==> src/dispatch_pkg.sv <==
// Constants for the request dispatcher: register offsets, network defaults, function codes
// Assumes an APB master on a 40 MHz pclk
// Functional notes
// - Sessions accepted on TCP port 502 only
// - Zero fixed settings use factory defaults
// - Default host is 192.168.1.<MAC low byte>
// - Defaults: mask 255.255.255.0, gateway 192.168.1.254
// - Mode selects DHCP, BOOTP, fixed or fallback
// - DHCP mode reports error on failure
// - BOOTP mode reports error on failure
// - Fallback tries DHCP, BOOTP, then fixed; never errors
// - Fixed mode default; zero fields take defaults
// - Button over ten seconds, restart restores defaults
// - Accept read holding and input registers
// - Accept single and multiple register writes
// - Accept device identification code 0x2B
// - Basic and regular identification, conformity 0x82
// - Unit 255 handled by the controller
// - Units 1 to 32 routed to relays
// - Reads ask 1..125 registers, two bytes each
// - Fixed address split in two 16-bit halves
package dispatch_pkg;
   // ------------------------------------------------------------
   // Register offsets
   // ------------------------------------------------------------
   localparam logic [11:0] OFS_CTRL = 12'h0_000;
   localparam logic [11:0] OFS_STATUS = 12'h0_004;
   localparam logic [11:0] OFS_IP_HI = 12'h0_008;
   localparam logic [11:0] OFS_IP_LO = 12'h0_00C;
   localparam logic [11:0] OFS_MASK = 12'h0_010;
   localparam logic [11:0] OFS_GW = 12'h0_014;
   localparam logic [11:0] OFS_REQ = 12'h0_018;
   localparam logic [11:0] OFS_RESP = 12'h0_01C;
   localparam logic [11:0] OFS_ACT_IP = 12'h0_020;
   localparam logic [11:0] OFS_ACT_MASK = 12'h0_024;
   localparam logic [11:0] OFS_ACT_GW = 12'h0_028;
   localparam logic [11:0] OFS_MAC = 12'h0_02C;
   localparam logic [11:0] OFS_RELAYS = 12'h0_030;
   // ------------------------------------------------------------
   // Network defaults
   // ------------------------------------------------------------
   localparam logic [15:0] TCP_PORT = 16'h0_1F6;
   localparam logic [23:0] DEF_NET = 24'hC0_A801;
   localparam logic [31:0] DEF_MASK = 32'hFFFF_FF00;
   localparam logic [31:0] DEF_GW = 32'hC0A8_01FE;
   localparam logic [15:0] ZERO16 = 16'h0_000;
   localparam logic [47:0] MAC_DEFAULT = 48'h0000_0000_0001; // Arbitrary value
   localparam logic [1:0] MODE_RESET = 2'h2;
   // ------------------------------------------------------------
   // Function codes and limits
   // ------------------------------------------------------------
   localparam logic [7:0] FC_RD_HOLD = 8'h03;
   localparam logic [7:0] FC_RD_INPUT = 8'h04;
   localparam logic [7:0] FC_WR_SINGLE = 8'h06;
   localparam logic [7:0] FC_WR_MULTI = 8'h10;
   localparam logic [7:0] FC_DEV_ID = 8'h2B;
   localparam logic [7:0] CONFORMITY = 8'h82;
   localparam logic [7:0] EXC_BIT = 8'h80;
   localparam logic [7:0] EXC_ILLEGAL_FC = 8'h01;
   localparam logic [7:0] EXC_ILLEGAL_VAL = 8'h03;
   localparam logic [7:0] EXC_GW_PATH = 8'h0A;
   localparam logic [7:0] UNIT_SELF = 8'hFF;
   localparam logic [7:0] UNIT_MAX = 8'h20;
   localparam logic [15:0] QTY_MIN = 16'h0_001;
   localparam logic [15:0] QTY_MAX = 16'h0_07D;
   localparam logic [7:0] IDCODE_BASIC = 8'h01;
   localparam logic [7:0] IDCODE_INDIV = 8'h04;
   // ------------------------------------------------------------
   // Timing
   // ------------------------------------------------------------
   localparam int CLK_HZ = 40000000;
   localparam int BTN_HOLD_S = 10;
   localparam longint BTN_HOLD_CYC = longint'(BTN_HOLD_S) * longint'(CLK_HZ) + 1;
   localparam int ATTEMPT_US = 1000;
   localparam int ATTEMPT_CYC = (ATTEMPT_US * (CLK_HZ / 1000000));
   // ------------------------------------------------------------
   // Types
   // ------------------------------------------------------------
   typedef enum logic [1:0] {MODE_DHCP = 2'h0, MODE_BOOTP = 2'h1, MODE_FIXED = 2'h2, MODE_FALLBACK = 2'h3} mode_t;
   typedef enum logic [4:0] {
      ST_IDLE = 5'b00001, ST_DHCP = 5'b00010, ST_BOOTP = 5'b00100, ST_DONE = 5'b01000, ST_ERR = 5'b10000
   } cfg_state_t;
endpackage

==> src/modbus_tcp_request_dispatcher.sv <==
// Request dispatcher: network setup sequencing and Modbus request screening behind APB
// Assumes APB master on pclk; stack reports lease results as same-clock pulses
//
// The register addresses and the APB register port are this design's own decisions.
`timescale 1ns/1ps
`default_nettype none
module modbus_tcp_request_dispatcher #(
   parameter longint BTN_CYC = dispatch_pkg::BTN_HOLD_CYC,
   parameter int TRY_CYC = dispatch_pkg::ATTEMPT_CYC
) (
   // Clock and reset
   input wire logic pclk,
   input wire logic presetn,
   // APB
   input wire logic psel,
   input wire logic penable,
   input wire logic pwrite,
   input wire logic [11:0] paddr,
   input wire logic [31:0] pwdata,
   output logic [31:0] prdata,
   output logic pready,
   output logic pslverr,
   // Front panel button, from a pin
   input wire logic button,
   // Network stack
   input wire logic [15:0] session_port,
   input wire logic session_open,
   output logic session_accept,
   output logic dhcp_req,
   output logic bootp_req,
   input wire logic lease_ok,
   input wire logic lease_fail,
   input wire logic [31:0] lease_ip,
   output logic net_error,
   output logic net_ready,
   // Dispatch
   output logic [5:0] relay_sel,
   output logic self_sel,
   output logic req_valid
);
   // ------------------------------------------------------------
   // APB decode
   // ------------------------------------------------------------
   wire logic wr_en = psel && penable && pwrite;
   wire logic rd_cyc = psel && !pwrite;
   wire logic hit_ctrl = paddr == dispatch_pkg::OFS_CTRL;
   wire logic hit_status = paddr == dispatch_pkg::OFS_STATUS;
   wire logic hit_ip_hi = paddr == dispatch_pkg::OFS_IP_HI;
   wire logic hit_ip_lo = paddr == dispatch_pkg::OFS_IP_LO;
   wire logic hit_mask = paddr == dispatch_pkg::OFS_MASK;
   wire logic hit_gw = paddr == dispatch_pkg::OFS_GW;
   wire logic hit_req = paddr == dispatch_pkg::OFS_REQ;
   wire logic hit_resp = paddr == dispatch_pkg::OFS_RESP;
   wire logic hit_aip = paddr == dispatch_pkg::OFS_ACT_IP;
   wire logic hit_amask = paddr == dispatch_pkg::OFS_ACT_MASK;
   wire logic hit_agw = paddr == dispatch_pkg::OFS_ACT_GW;
   wire logic hit_mac = paddr == dispatch_pkg::OFS_MAC;
   wire logic hit_relays = paddr == dispatch_pkg::OFS_RELAYS;
   wire logic hit_any = hit_ctrl || hit_status || hit_ip_hi || hit_ip_lo || hit_mask || hit_gw || hit_req
      || hit_resp || hit_aip || hit_amask || hit_agw || hit_mac || hit_relays;

   // ------------------------------------------------------------
   // Settings registers
   // ------------------------------------------------------------
   dispatch_pkg::mode_t mode_reg;
   logic [15:0] ip_hi_reg;
   logic [15:0] ip_lo_reg;
   logic [31:0] mask_reg;
   logic [31:0] gw_reg;
   logic [47:0] mac_reg;
   logic [5:0] relays_reg;
   logic start_reg;
   logic [31:0] req_reg;
   logic [15:0] qty_reg;
   logic [31:0] resp_reg;
   logic restore_reg;
   always_ff @(posedge pclk or negedge presetn)
   begin
      if (!presetn)
      begin
         mode_reg <= dispatch_pkg::MODE_FIXED;
         ip_hi_reg <= dispatch_pkg::ZERO16;
         ip_lo_reg <= dispatch_pkg::ZERO16;
         mask_reg <= 32'h0000_0000;
         gw_reg <= 32'h0000_0000;
         mac_reg <= dispatch_pkg::MAC_DEFAULT;
         relays_reg <= 6'h20;
         start_reg <= 1'b0;
         req_reg <= 32'h0000_0000;
         qty_reg <= 16'h0000;
      end
      else
      begin
         start_reg <= wr_en && hit_ctrl && pwdata[2];
         if (restore_reg)
         begin
            mode_reg <= dispatch_pkg::MODE_FIXED;
            ip_hi_reg <= dispatch_pkg::ZERO16;
            ip_lo_reg <= dispatch_pkg::ZERO16;
            mask_reg <= 32'h0000_0000;
            gw_reg <= 32'h0000_0000;
         end
         else if (wr_en && hit_ctrl)
            mode_reg <= dispatch_pkg::mode_t'(pwdata[1:0]);
         else if (wr_en && hit_ip_hi)
            ip_hi_reg <= pwdata[15:0];
         else if (wr_en && hit_ip_lo)
            ip_lo_reg <= pwdata[15:0];
         else if (wr_en && hit_mask)
            mask_reg <= pwdata;
         else if (wr_en && hit_gw)
            gw_reg <= pwdata;
         if (wr_en && hit_mac)
            mac_reg <= {mac_reg[47:32], pwdata};
         if (wr_en && hit_relays)
            relays_reg <= pwdata[5:0];
         if (wr_en && hit_req)
            req_reg <= pwdata;
         if (wr_en && hit_resp)
            qty_reg <= pwdata[15:0];
      end
   end

   // ------------------------------------------------------------
   // Button hold and restore on restart
   // ------------------------------------------------------------
   logic btn_s1_reg;
   logic btn_s2_reg;
   logic [31:0] btn_cnt_reg;
   logic armed_reg;
   wire logic held_long = btn_cnt_reg >= 32'(BTN_CYC);
   always_ff @(posedge pclk or negedge presetn)
   begin
      if (!presetn)
      begin
         btn_s1_reg <= 1'b0;
         btn_s2_reg <= 1'b0;
         btn_cnt_reg <= 32'h0000_0000;
         armed_reg <= 1'b0;
         restore_reg <= 1'b0;
      end
      else
      begin
         btn_s1_reg <= button;
         btn_s2_reg <= btn_s1_reg;
         btn_cnt_reg <= !btn_s2_reg ? 32'h0000_0000 : (held_long ? btn_cnt_reg : btn_cnt_reg + 32'h0000_0001);
         restore_reg <= armed_reg && start_reg;
         if (restore_reg)
            armed_reg <= 1'b0;
         if (held_long)
            armed_reg <= 1'b1;
      end
   end

   // ------------------------------------------------------------
   // Effective fixed settings
   // ------------------------------------------------------------
   wire logic ip_zero = (ip_hi_reg == dispatch_pkg::ZERO16) && (ip_lo_reg == dispatch_pkg::ZERO16);
   wire logic [31:0] def_ip = {dispatch_pkg::DEF_NET, mac_reg[7:0]};
   wire logic [31:0] fix_ip = ip_zero ? def_ip : {ip_hi_reg, ip_lo_reg};
   wire logic [31:0] fix_mask = (mask_reg == 32'h0000_0000) ? dispatch_pkg::DEF_MASK : mask_reg;
   wire logic [31:0] fix_gw = (gw_reg == 32'h0000_0000) ? dispatch_pkg::DEF_GW : gw_reg;

   // ------------------------------------------------------------
   // Address assignment sequencer
   // ------------------------------------------------------------
   dispatch_pkg::cfg_state_t st_reg;
   dispatch_pkg::cfg_state_t st_next;
   logic [31:0] try_cnt_reg;
   logic [31:0] act_ip_reg;
   logic [31:0] act_mask_reg;
   logic [31:0] act_gw_reg;
   wire logic timeout = try_cnt_reg >= 32'(TRY_CYC);
   wire logic try_fail = lease_fail || timeout;
   always_comb
   begin
      st_next = st_reg;
      case (st_reg)
         dispatch_pkg::ST_IDLE:
            if (start_reg)
               case (mode_reg)
                  dispatch_pkg::MODE_DHCP, dispatch_pkg::MODE_FALLBACK: st_next = dispatch_pkg::ST_DHCP;
                  dispatch_pkg::MODE_BOOTP: st_next = dispatch_pkg::ST_BOOTP;
                  default: st_next = dispatch_pkg::ST_DONE;
               endcase
         dispatch_pkg::ST_DHCP:
            if (lease_ok)
               st_next = dispatch_pkg::ST_DONE;
            else if (try_fail)
               st_next = (mode_reg == dispatch_pkg::MODE_FALLBACK) ? dispatch_pkg::ST_BOOTP
                  : dispatch_pkg::ST_ERR;
         dispatch_pkg::ST_BOOTP:
            if (lease_ok)
               st_next = dispatch_pkg::ST_DONE;
            else if (try_fail)
               st_next = (mode_reg == dispatch_pkg::MODE_FALLBACK) ? dispatch_pkg::ST_DONE
                  : dispatch_pkg::ST_ERR;
         default:
            if (start_reg)
               st_next = dispatch_pkg::ST_IDLE;
      endcase
   end
   always_ff @(posedge pclk or negedge presetn)
   begin
      if (!presetn)
      begin
         st_reg <= dispatch_pkg::ST_IDLE;
         try_cnt_reg <= 32'h0000_0000;
         act_ip_reg <= 32'h0000_0000;
         act_mask_reg <= 32'h0000_0000;
         act_gw_reg <= 32'h0000_0000;
      end
      else
      begin
         st_reg <= st_next;
         try_cnt_reg <= (st_next != st_reg) ? 32'h0000_0000 : try_cnt_reg + 32'h0000_0001;
         if (st_next == dispatch_pkg::ST_DONE && st_reg != dispatch_pkg::ST_DONE)
         begin
            act_ip_reg <= lease_ok ? lease_ip : fix_ip;
            act_mask_reg <= fix_mask;
            act_gw_reg <= fix_gw;
         end
      end
   end
   assign dhcp_req = st_reg == dispatch_pkg::ST_DHCP;
   assign bootp_req = st_reg == dispatch_pkg::ST_BOOTP;
   assign net_error = st_reg == dispatch_pkg::ST_ERR;
   assign net_ready = st_reg == dispatch_pkg::ST_DONE;
   assign session_accept = net_ready && session_open && (session_port == dispatch_pkg::TCP_PORT);

   // ------------------------------------------------------------
   // Request screening: REQ word = {unit, fc, spare, idcode}
   // ------------------------------------------------------------
   wire logic [7:0] unit = req_reg[31:24];
   wire logic [7:0] fcode = req_reg[23:16];
   wire logic [7:0] idcode = req_reg[7:0];
   wire logic is_self = unit == dispatch_pkg::UNIT_SELF;
   wire logic is_relay = (unit != 8'h00) && (unit <= dispatch_pkg::UNIT_MAX) && (unit <= {2'b00, relays_reg});
   wire logic is_read = (fcode == dispatch_pkg::FC_RD_HOLD) || (fcode == dispatch_pkg::FC_RD_INPUT);
   wire logic is_write = (fcode == dispatch_pkg::FC_WR_SINGLE) || (fcode == dispatch_pkg::FC_WR_MULTI);
   wire logic is_devid = fcode == dispatch_pkg::FC_DEV_ID;
   wire logic id_ok = (idcode >= dispatch_pkg::IDCODE_BASIC) && (idcode <= dispatch_pkg::IDCODE_INDIV);
   wire logic [15:0] qty_cur = (wr_en && hit_resp) ? pwdata[15:0] : qty_reg;
   wire logic qty_ok = (qty_cur >= dispatch_pkg::QTY_MIN) && (qty_cur <= dispatch_pkg::QTY_MAX);
   wire logic fc_ok = is_read || is_write || is_devid;
   wire logic unit_ok = is_self || is_relay;
   wire logic val_ok = (!is_read || qty_ok) && (!is_devid || id_ok);
   wire logic accept = fc_ok && unit_ok && val_ok;
   wire logic [7:0] exc_code = !fc_ok ? dispatch_pkg::EXC_ILLEGAL_FC
      : (!unit_ok ? dispatch_pkg::EXC_GW_PATH : dispatch_pkg::EXC_ILLEGAL_VAL);
   wire logic [7:0] byte_cnt = {qty_cur[6:0], 1'b0};
   wire logic [7:0] info = is_devid ? dispatch_pkg::CONFORMITY : (is_read ? byte_cnt : 8'h00);
   wire logic [31:0] resp_next = accept ? {unit, fcode, info, 8'h00}
      : {unit, fcode | dispatch_pkg::EXC_BIT, exc_code, 8'h00};
   logic valid_reg;
   logic [5:0] relay_reg;
   logic self_reg;
   always_ff @(posedge pclk or negedge presetn)
   begin
      if (!presetn)
      begin
         resp_reg <= 32'h0000_0000;
         valid_reg <= 1'b0;
         relay_reg <= 6'h00;
         self_reg <= 1'b0;
      end
      else
      begin
         valid_reg <= 1'b0;
         if (wr_en && hit_resp)
         begin
            resp_reg <= resp_next;
            valid_reg <= accept;
            relay_reg <= (accept && is_relay) ? unit[5:0] : 6'h00;
            self_reg <= accept && is_self;
         end
      end
   end
   assign req_valid = valid_reg;
   assign relay_sel = relay_reg;
   assign self_sel = self_reg;

   // ------------------------------------------------------------
   // APB read mux
   // ------------------------------------------------------------
   wire logic [31:0] status_word = {24'h00_0000, 2'b00, armed_reg, btn_s2_reg, net_error, net_ready,
      bootp_req, dhcp_req};
   wire logic [31:0] rd_mux = hit_ctrl ? {30'h0000_0000, mode_reg}
      : hit_status ? status_word
      : hit_ip_hi ? {16'h0000, ip_hi_reg}
      : hit_ip_lo ? {16'h0000, ip_lo_reg}
      : hit_mask ? mask_reg
      : hit_gw ? gw_reg
      : hit_req ? req_reg
      : hit_resp ? resp_reg
      : hit_aip ? act_ip_reg
      : hit_amask ? act_mask_reg
      : hit_agw ? act_gw_reg
      : hit_mac ? mac_reg[31:0]
      : hit_relays ? {26'h000_0000, relays_reg}
      : 32'h0000_0000;
   always_ff @(posedge pclk or negedge presetn)
   begin
      if (!presetn)
         prdata <= 32'h0000_0000;
      else if (rd_cyc && !penable)
         prdata <= rd_mux;
   end
   assign pready = 1'b1;
   assign pslverr = psel && penable && !hit_any;
endmodule // modbus_tcp_request_dispatcher
`default_nettype wire

==> config.mk <==
export PLATFORM = sky130hd
export DESIGN_NAME = modbus_tcp_request_dispatcher
export DESIGN_NICKNAME = d
export VERILOG_FILES = /design/src/dispatch_pkg.sv /design/src/modbus_tcp_request_dispatcher.sv
export SDC_FILE = /design/constraint.sdc
export NUM_CORES = 1
export LEC_CHECK = 0
export BUFFER_PORTS_ARGS = -buffer_cell sky130_fd_sc_hd__buf_2
export CORE_MARGIN = 3
export CORE_UTILIZATION = 45
export DETAILED_ROUTE_END_ITERATION = 8
export PLACE_DENSITY = 0.62
export SLEW_MARGIN = 10
export SYNTH_ARGS = -nofsm -noshare
export SYNTH_HDL_FRONTEND = slang
export SYNTH_SLANG_ARGS = --single-unit
==> constraint.sdc <==
create_clock -name pclk -period 6.3 [get_ports pclk]
set_clock_uncertainty 0.1 [all_clocks]
set_input_delay 0.63 -clock pclk [delete_from_list [all_inputs] [get_ports pclk]]
set_output_delay 0.63 -clock pclk [all_outputs]
set_load 0.05 [all_outputs]
== Word-level counts from Yosys, hierarchy flattened ==
Index checks and enable logic that the tools add are counted.
Storage, ports and cells
  word-level logic and storage cells: 201
  flip-flop bits (word level): 426
  memory bits (writable): 0
  bits in read-only memories: 0
  output and inout bits: 47
  memories: 0
  bits of input ports: 101
  bits in latches: 0
Cells by class
  $lt $le $gt $ge: 8
  bitwise operators: 0
  shift-type cells: 0
  reduce and logical (&&, ||, !) cells: 72
  muxes and demuxes: 60
  add/subtract/negate cells: 2
  div/mod/pow operators: 0
  $mul: 0
  equality and inequality tests: 34
Operator list (number)
  $mux W32: 30
  $mux W16: 8
  $add A32 B1 Y32 const B: 2
  $logic_not A32 Y1: 2
  $eq A12 B6 Y1 const B: 5
  $eq A12 B5 Y1 const B: 4
  $mux W5: 8
  $ge A32 B16 Y1 const B: 1
  $ge A32 B29 Y1 const B: 1
  $logic_not A16 Y1: 2
  $logic_and A1 B1 Y1: 29
  $eq A12 B4 Y1 const B: 2
  $mux W24: 1
  $logic_or A1 B1 Y1: 20
  $eq A16 B9 Y1 const B: 1
  $eq A8 B3 Y1 const B: 2
  $ge A16 B1 Y1 const B: 1
  $le A16 B7 Y1 const B: 1
  $mux W8: 2
  $pmux W5 S3: 1
  $eq A12 B3 Y1 const B: 1
  $logic_not A12 Y1: 1
  $mux W6: 2
  $reduce_bool A2 Y1: 6
  30 further kinds: 43

== Longest topological paths before layout ==
  depth in word-level cells: 15
  mapped depth: 11
  depth with buffers taken out: 9

== Worst setup path after synthesis ==
OpenSTA, ideal clock, no wires.
  kind: register -> output
  from: reg st_reg[2]
  to: out session_accept
  required time: 5.570 ns
  stages on the path, launching flop included: 5
  path slack: 1.832 ns
  arrival time: 3.738 ns
  buffers on the path: 0
  path through: dfrtp_1 -> or3_1 -> nor3b_1 -> nand2_1 -> nor4_1
Between the ends
  cells in the longest elaborated chain, start to end: 3
RTL lines
  start: declaration: line modbus_tcp_request_dispatcher.sv:167  | dispatch_pkg::cfg_state_t st_reg;
  start signal: assignment: line modbus_tcp_request_dispatcher.sv:207  | st_reg <= dispatch_pkg::ST_IDLE;
  start signal: assignment: line modbus_tcp_request_dispatcher.sv:215  | st_reg <= st_next;
  $eq A5 B4 Y1: line modbus_tcp_request_dispatcher.sv:228  | assign net_ready = st_reg == dispatch_pkg::ST_DONE;
  net net_ready: line modbus_tcp_request_dispatcher.sv:35  | output logic net_ready,
  $logic_and A1 B1 Y1 (2 in a row): line modbus_tcp_request_dispatcher.sv:229  | assign session_accept = net_ready && session_open && (session_port == dispatch_pkg::TCP_PORT);
  end: declaration: line modbus_tcp_request_dispatcher.sv:28  | output logic session_accept,
The timed path passes the listed nets, and every way through them passes these cells.

== Worst setup path in the final report ==
  from: in paddr[9]
  to: out pslverr
Between the ends
  cells in the longest elaborated chain, start to end: 15
  elaborated cells between the ends (all ways): 27
  classes of those cells: eq/ne (12); reduce/logical (15)
RTL lines
  start: declaration: line modbus_tcp_request_dispatcher.sv:18  | input wire logic [11:0] paddr,
  $eq A12 B3 Y1 / $logic_not A12 Y1 (equally long branches): line modbus_tcp_request_dispatcher.sv:47, modbus_tcp_request_dispatcher.sv:46
  $logic_or A1 B1 Y1 (6 in a row): line modbus_tcp_request_dispatcher.sv:59  | wire logic hit_any = hit_ctrl || hit_status || hit_ip_hi || hit_ip_lo || hit_mask || hit_gw || hit_req
  $logic_or A1 B1 Y1 (5 in a row): line modbus_tcp_request_dispatcher.sv:60  | || hit_resp || hit_aip || hit_amask || hit_agw || hit_mac || hit_relays;
  $logic_or A1 B1 Y1 (*): line modbus_tcp_request_dispatcher.sv:60
  $logic_not A1 Y1 (*): line modbus_tcp_request_dispatcher.sv:310  | assign pslverr = psel && penable && !hit_any;
  $logic_and A1 B1 Y1 (*): line modbus_tcp_request_dispatcher.sv:310
  end: declaration: line modbus_tcp_request_dispatcher.sv:22  | output logic pslverr,
Mark *: on every way between the ends. The rest lies on a longest branch, timed or not.

==> flow_summary.json <==
{
  "final-hold-violation-count": 0,
  "via_per_inst": 6.083,
  "ys_ff_latch": 418,
  "antenna_cells": 0,
  "critPathTopFamily": "simple AND/OR/NAND/NOR gates",
  "nNetsFinal": 2201,
  "avgSynthCellArea_um2": 10.25,
  "power.internal_mw": 4.358,
  "critPathMaxStageDelay_ps": 890,
  "initial_core_util_pct": 45.76,
  "cts_sinks": 418,
  "leakage_nw": 11.05,
  "die_y_um": 218.5,
  "cts_hold_buf": 0,
  "drc": 0,
  "yosys.area.top_type": "dfrtp_1",
  "fmax_mhz": 270.6,
  "synth-main-ff-cell": "dfrtp_1",
  "cts_buffers": 46,
  "p_per_area_nw_per_um2": 245.0,
  "synthCells": 1983,
  "worstPathRequired_ps": 5570,
  "final_max_slew_viol_count": 0,
  "synth_edf_count": 0,
  "core.rowCount": 77,
  "report.power.total_mw": 5.672,
  "drive_gt1_share_pct": 21.49,
  "setup_tns_ps": 0,
  "dr.pass1.iters": 6,
  "fin_util_pct": 52.12,
  "irDropWorstVdd_uv": 200.0,
  "die_w_um": 218.5,
  "root_buffer": "clkbuf_16",
  "cts.path.max_buffers": 3,
  "drt_iter0_drc": 1928,
  "synth_warnings": 0,
  "place_congestion": 0.9451,
  "wl_mm": 64.55,
  "place_worst_setup_slack_ps": 2096,
  "path_max_fanout": 17,
  "dp_hpwl_mm": 43.28,
  "worstPathCellList": "buf_2, or4_1, or4_1, nand3_1, nor4_1, buf_2",
  "syn_nets": 2098,
  "core_um2": 44410,
  "post_cts_buffers": 0,
  "grt_usage_pct": 27.14,
  "seqPwrFrac_pct": 47.8,
  "antenna_found_initial": 0,
  "io_buffer_count": 146,
  "endpoint_kind": "output pin",
  "grt-ovfl-total": 0,
  "finalCritPeriodShare_pct": 58.66,
  "min_period_ps": 3696,
  "ys_types": 79,
  "rsz0062_at_grt": "no",
  "areaGrowthSynthToFinish_pct": 13.91,
  "worstSkewPairLatency_ps": 590,
  "wl_per_cell_um": 23.78,
  "finalSetupViolations": 0,
  "p_sw_mw": 1.313,
  "dr_total_vias": 16510,
  "max_slew_margin_pct": 20.71,
  "layout_commonest_cell": "dfrtp_1",
  "ys_seq_area_share_pct": 51.50,
  "placedInstanceArea_um2": 21640,
  "min_path_type": "in2async",
  "antenna_left": 0,
  "outcome": "complete, no violations",
  "crit_slowest_cell": "or4_1",
  "start_kind": "input pin",
  "arrival_ps": 2970,
  "grt_first_pass_wirelength_mm": 98.93,
  "layout_common_cells": "dfrtp_1 (413), nand2_1 (366), mux2_2 (150), a21oi_1 (144), buf_2 (144)",
  "p_sw_share_pct": 23.16,
  "synthArstFlopShare_pct": 100.0,
  "maxCapViolCount": 0,
  "clk_pin_slew_ps": 60,
  "grt_pass1_vias": 16440,
  "n_fill_cell": 3979,
  "setup_slack_ps": 2604,
  "synth.cell_area_um2": 20320,
  "die_area_um2": 47750,
  "cts_tree": "done",
  "io_pins": 148,
  "final_area_um2": 23150,
  "synthTopCellsByArea": "dfrtp_1 (51%), mux2_2 (8.3%), nand2_1 (6.8%), a21oi_1 (3.5%), mux4_2 (2.9%)",
  "worst-setup-path-type": "in2out",
  "post_cts_resized": 0,
  "grt_max_degree": 122,
  "crit_buf_inv": 2,
  "combPwrFrac_pct": 4.7,
  "clkPwrFrac_pct": 47.5,
  "htree_levels": 2,
  "tightest_slew_ps": 1183,
  "synth_top_area_share_pct": 50.98
}
-- routing by layer --
layer  GRT usage (%)  vias up  wire (µm)
met1           37.05     8245      26520
met4           10.50        0       2437
met3           6.744      174       6096
met2           41.86      854      29500
met5               0        -          0
li1                -     7235          -
-- cells in the mapped netlist (all sizes together) (12+ instances only) --
| master | number |
|---|---|
| o21ai | 52 |
| dfrtp | 414 |
| nand2 | 368 |
| ha | 14 |
| xor2 | 21 |
| a221o | 15 |
| mux4 | 26 |
| a21oi | 144 |
| nor4 | 40 |
| a22oi | 34 |
| nand4 | 31 |
| clkbuf | 91 |
| mux2i | 52 |
| a21o | 16 |
| xnor2 | 32 |
| inv | 61 |
| nor2 | 127 |
| nor3 | 32 |
| and2 | 27 |
| and4 | 12 |
| mux2 | 153 |
| buf | 32 |
| nand3 | 36 |
| a222oi | 16 |
-- final cells by class --
class / count / area (µm²) / share of cell area (%)
Sequential cell: 418 / 10470 / 45.22
Tap cell: 592 / 740.7 / 3.200
Clock buffer: 73 / 1374 / 5.935
Inverter: 62 / 232.7 / 1.005
Timing Repair Buffer: 178 / 1033 / 4.465
Clock inverter: 11 / 130.1 / 0.5621
Multi-Input combinational cell: 1380 / 9169 / 39.61
-- final timing paths --
path / startpoint / cells past startpoint / slack, ps / endpoint
min in group pclk: button / 1 / 70 / btn_s1_reg
setup / recovery: paddr[9] / 6 / 2600 / pslverr
hold reg to reg: btn_s1_reg / 0 / 260 / btn_s2_reg
max in group asynchronous: presetn / 2 / 4880 / req_reg[24]
setup reg to reg: st_reg[3] / 7 / 2620 / act_gw_reg[17]
hold / removal: presetn / 1 / 2 / try_cnt_reg[20]
-- power by group through the flow --
stage	Combinational, mW	Clock [mW]	Sequential (mW)
2_1_floorplan	0.113	0	2.76
6_report	0.267	2.69	2.71
3_3_place_gp	0.265	0	2.76
3_5_place_dp	0.267	0	2.76
5_1_grt	0.291	2.85	2.71
4_1_cts	0.268	2.75	2.71
-- kinds of logic after synthesis --
group,after synthesis,synth area share (%)
compound gates,356,11.42
xor+xnor,53,2.284
fa+ha+maj,14,0.8620
buf+inv,185,3.639
flops,418,51.50
mux,231,13.92
other cells,1,0.01845
simple gates,725,16.36
-- stage by stage --
| step | std cells | hold slack [ps] |
|---|---|---|
| 5_1_grt | 2714 | 55.78 |
| 2_1_floorplan | 1983 | 231.2 |
| 3_3_place_gp | 2630 | 243.3 |
| 4_1_cts | 2714 | 45.99 |
| 6_report | 2714 | 2.132 |
| 3_5_place_dp | 2630 | 257.0 |
No activity file was read; power rests on OpenSTA's default activity.
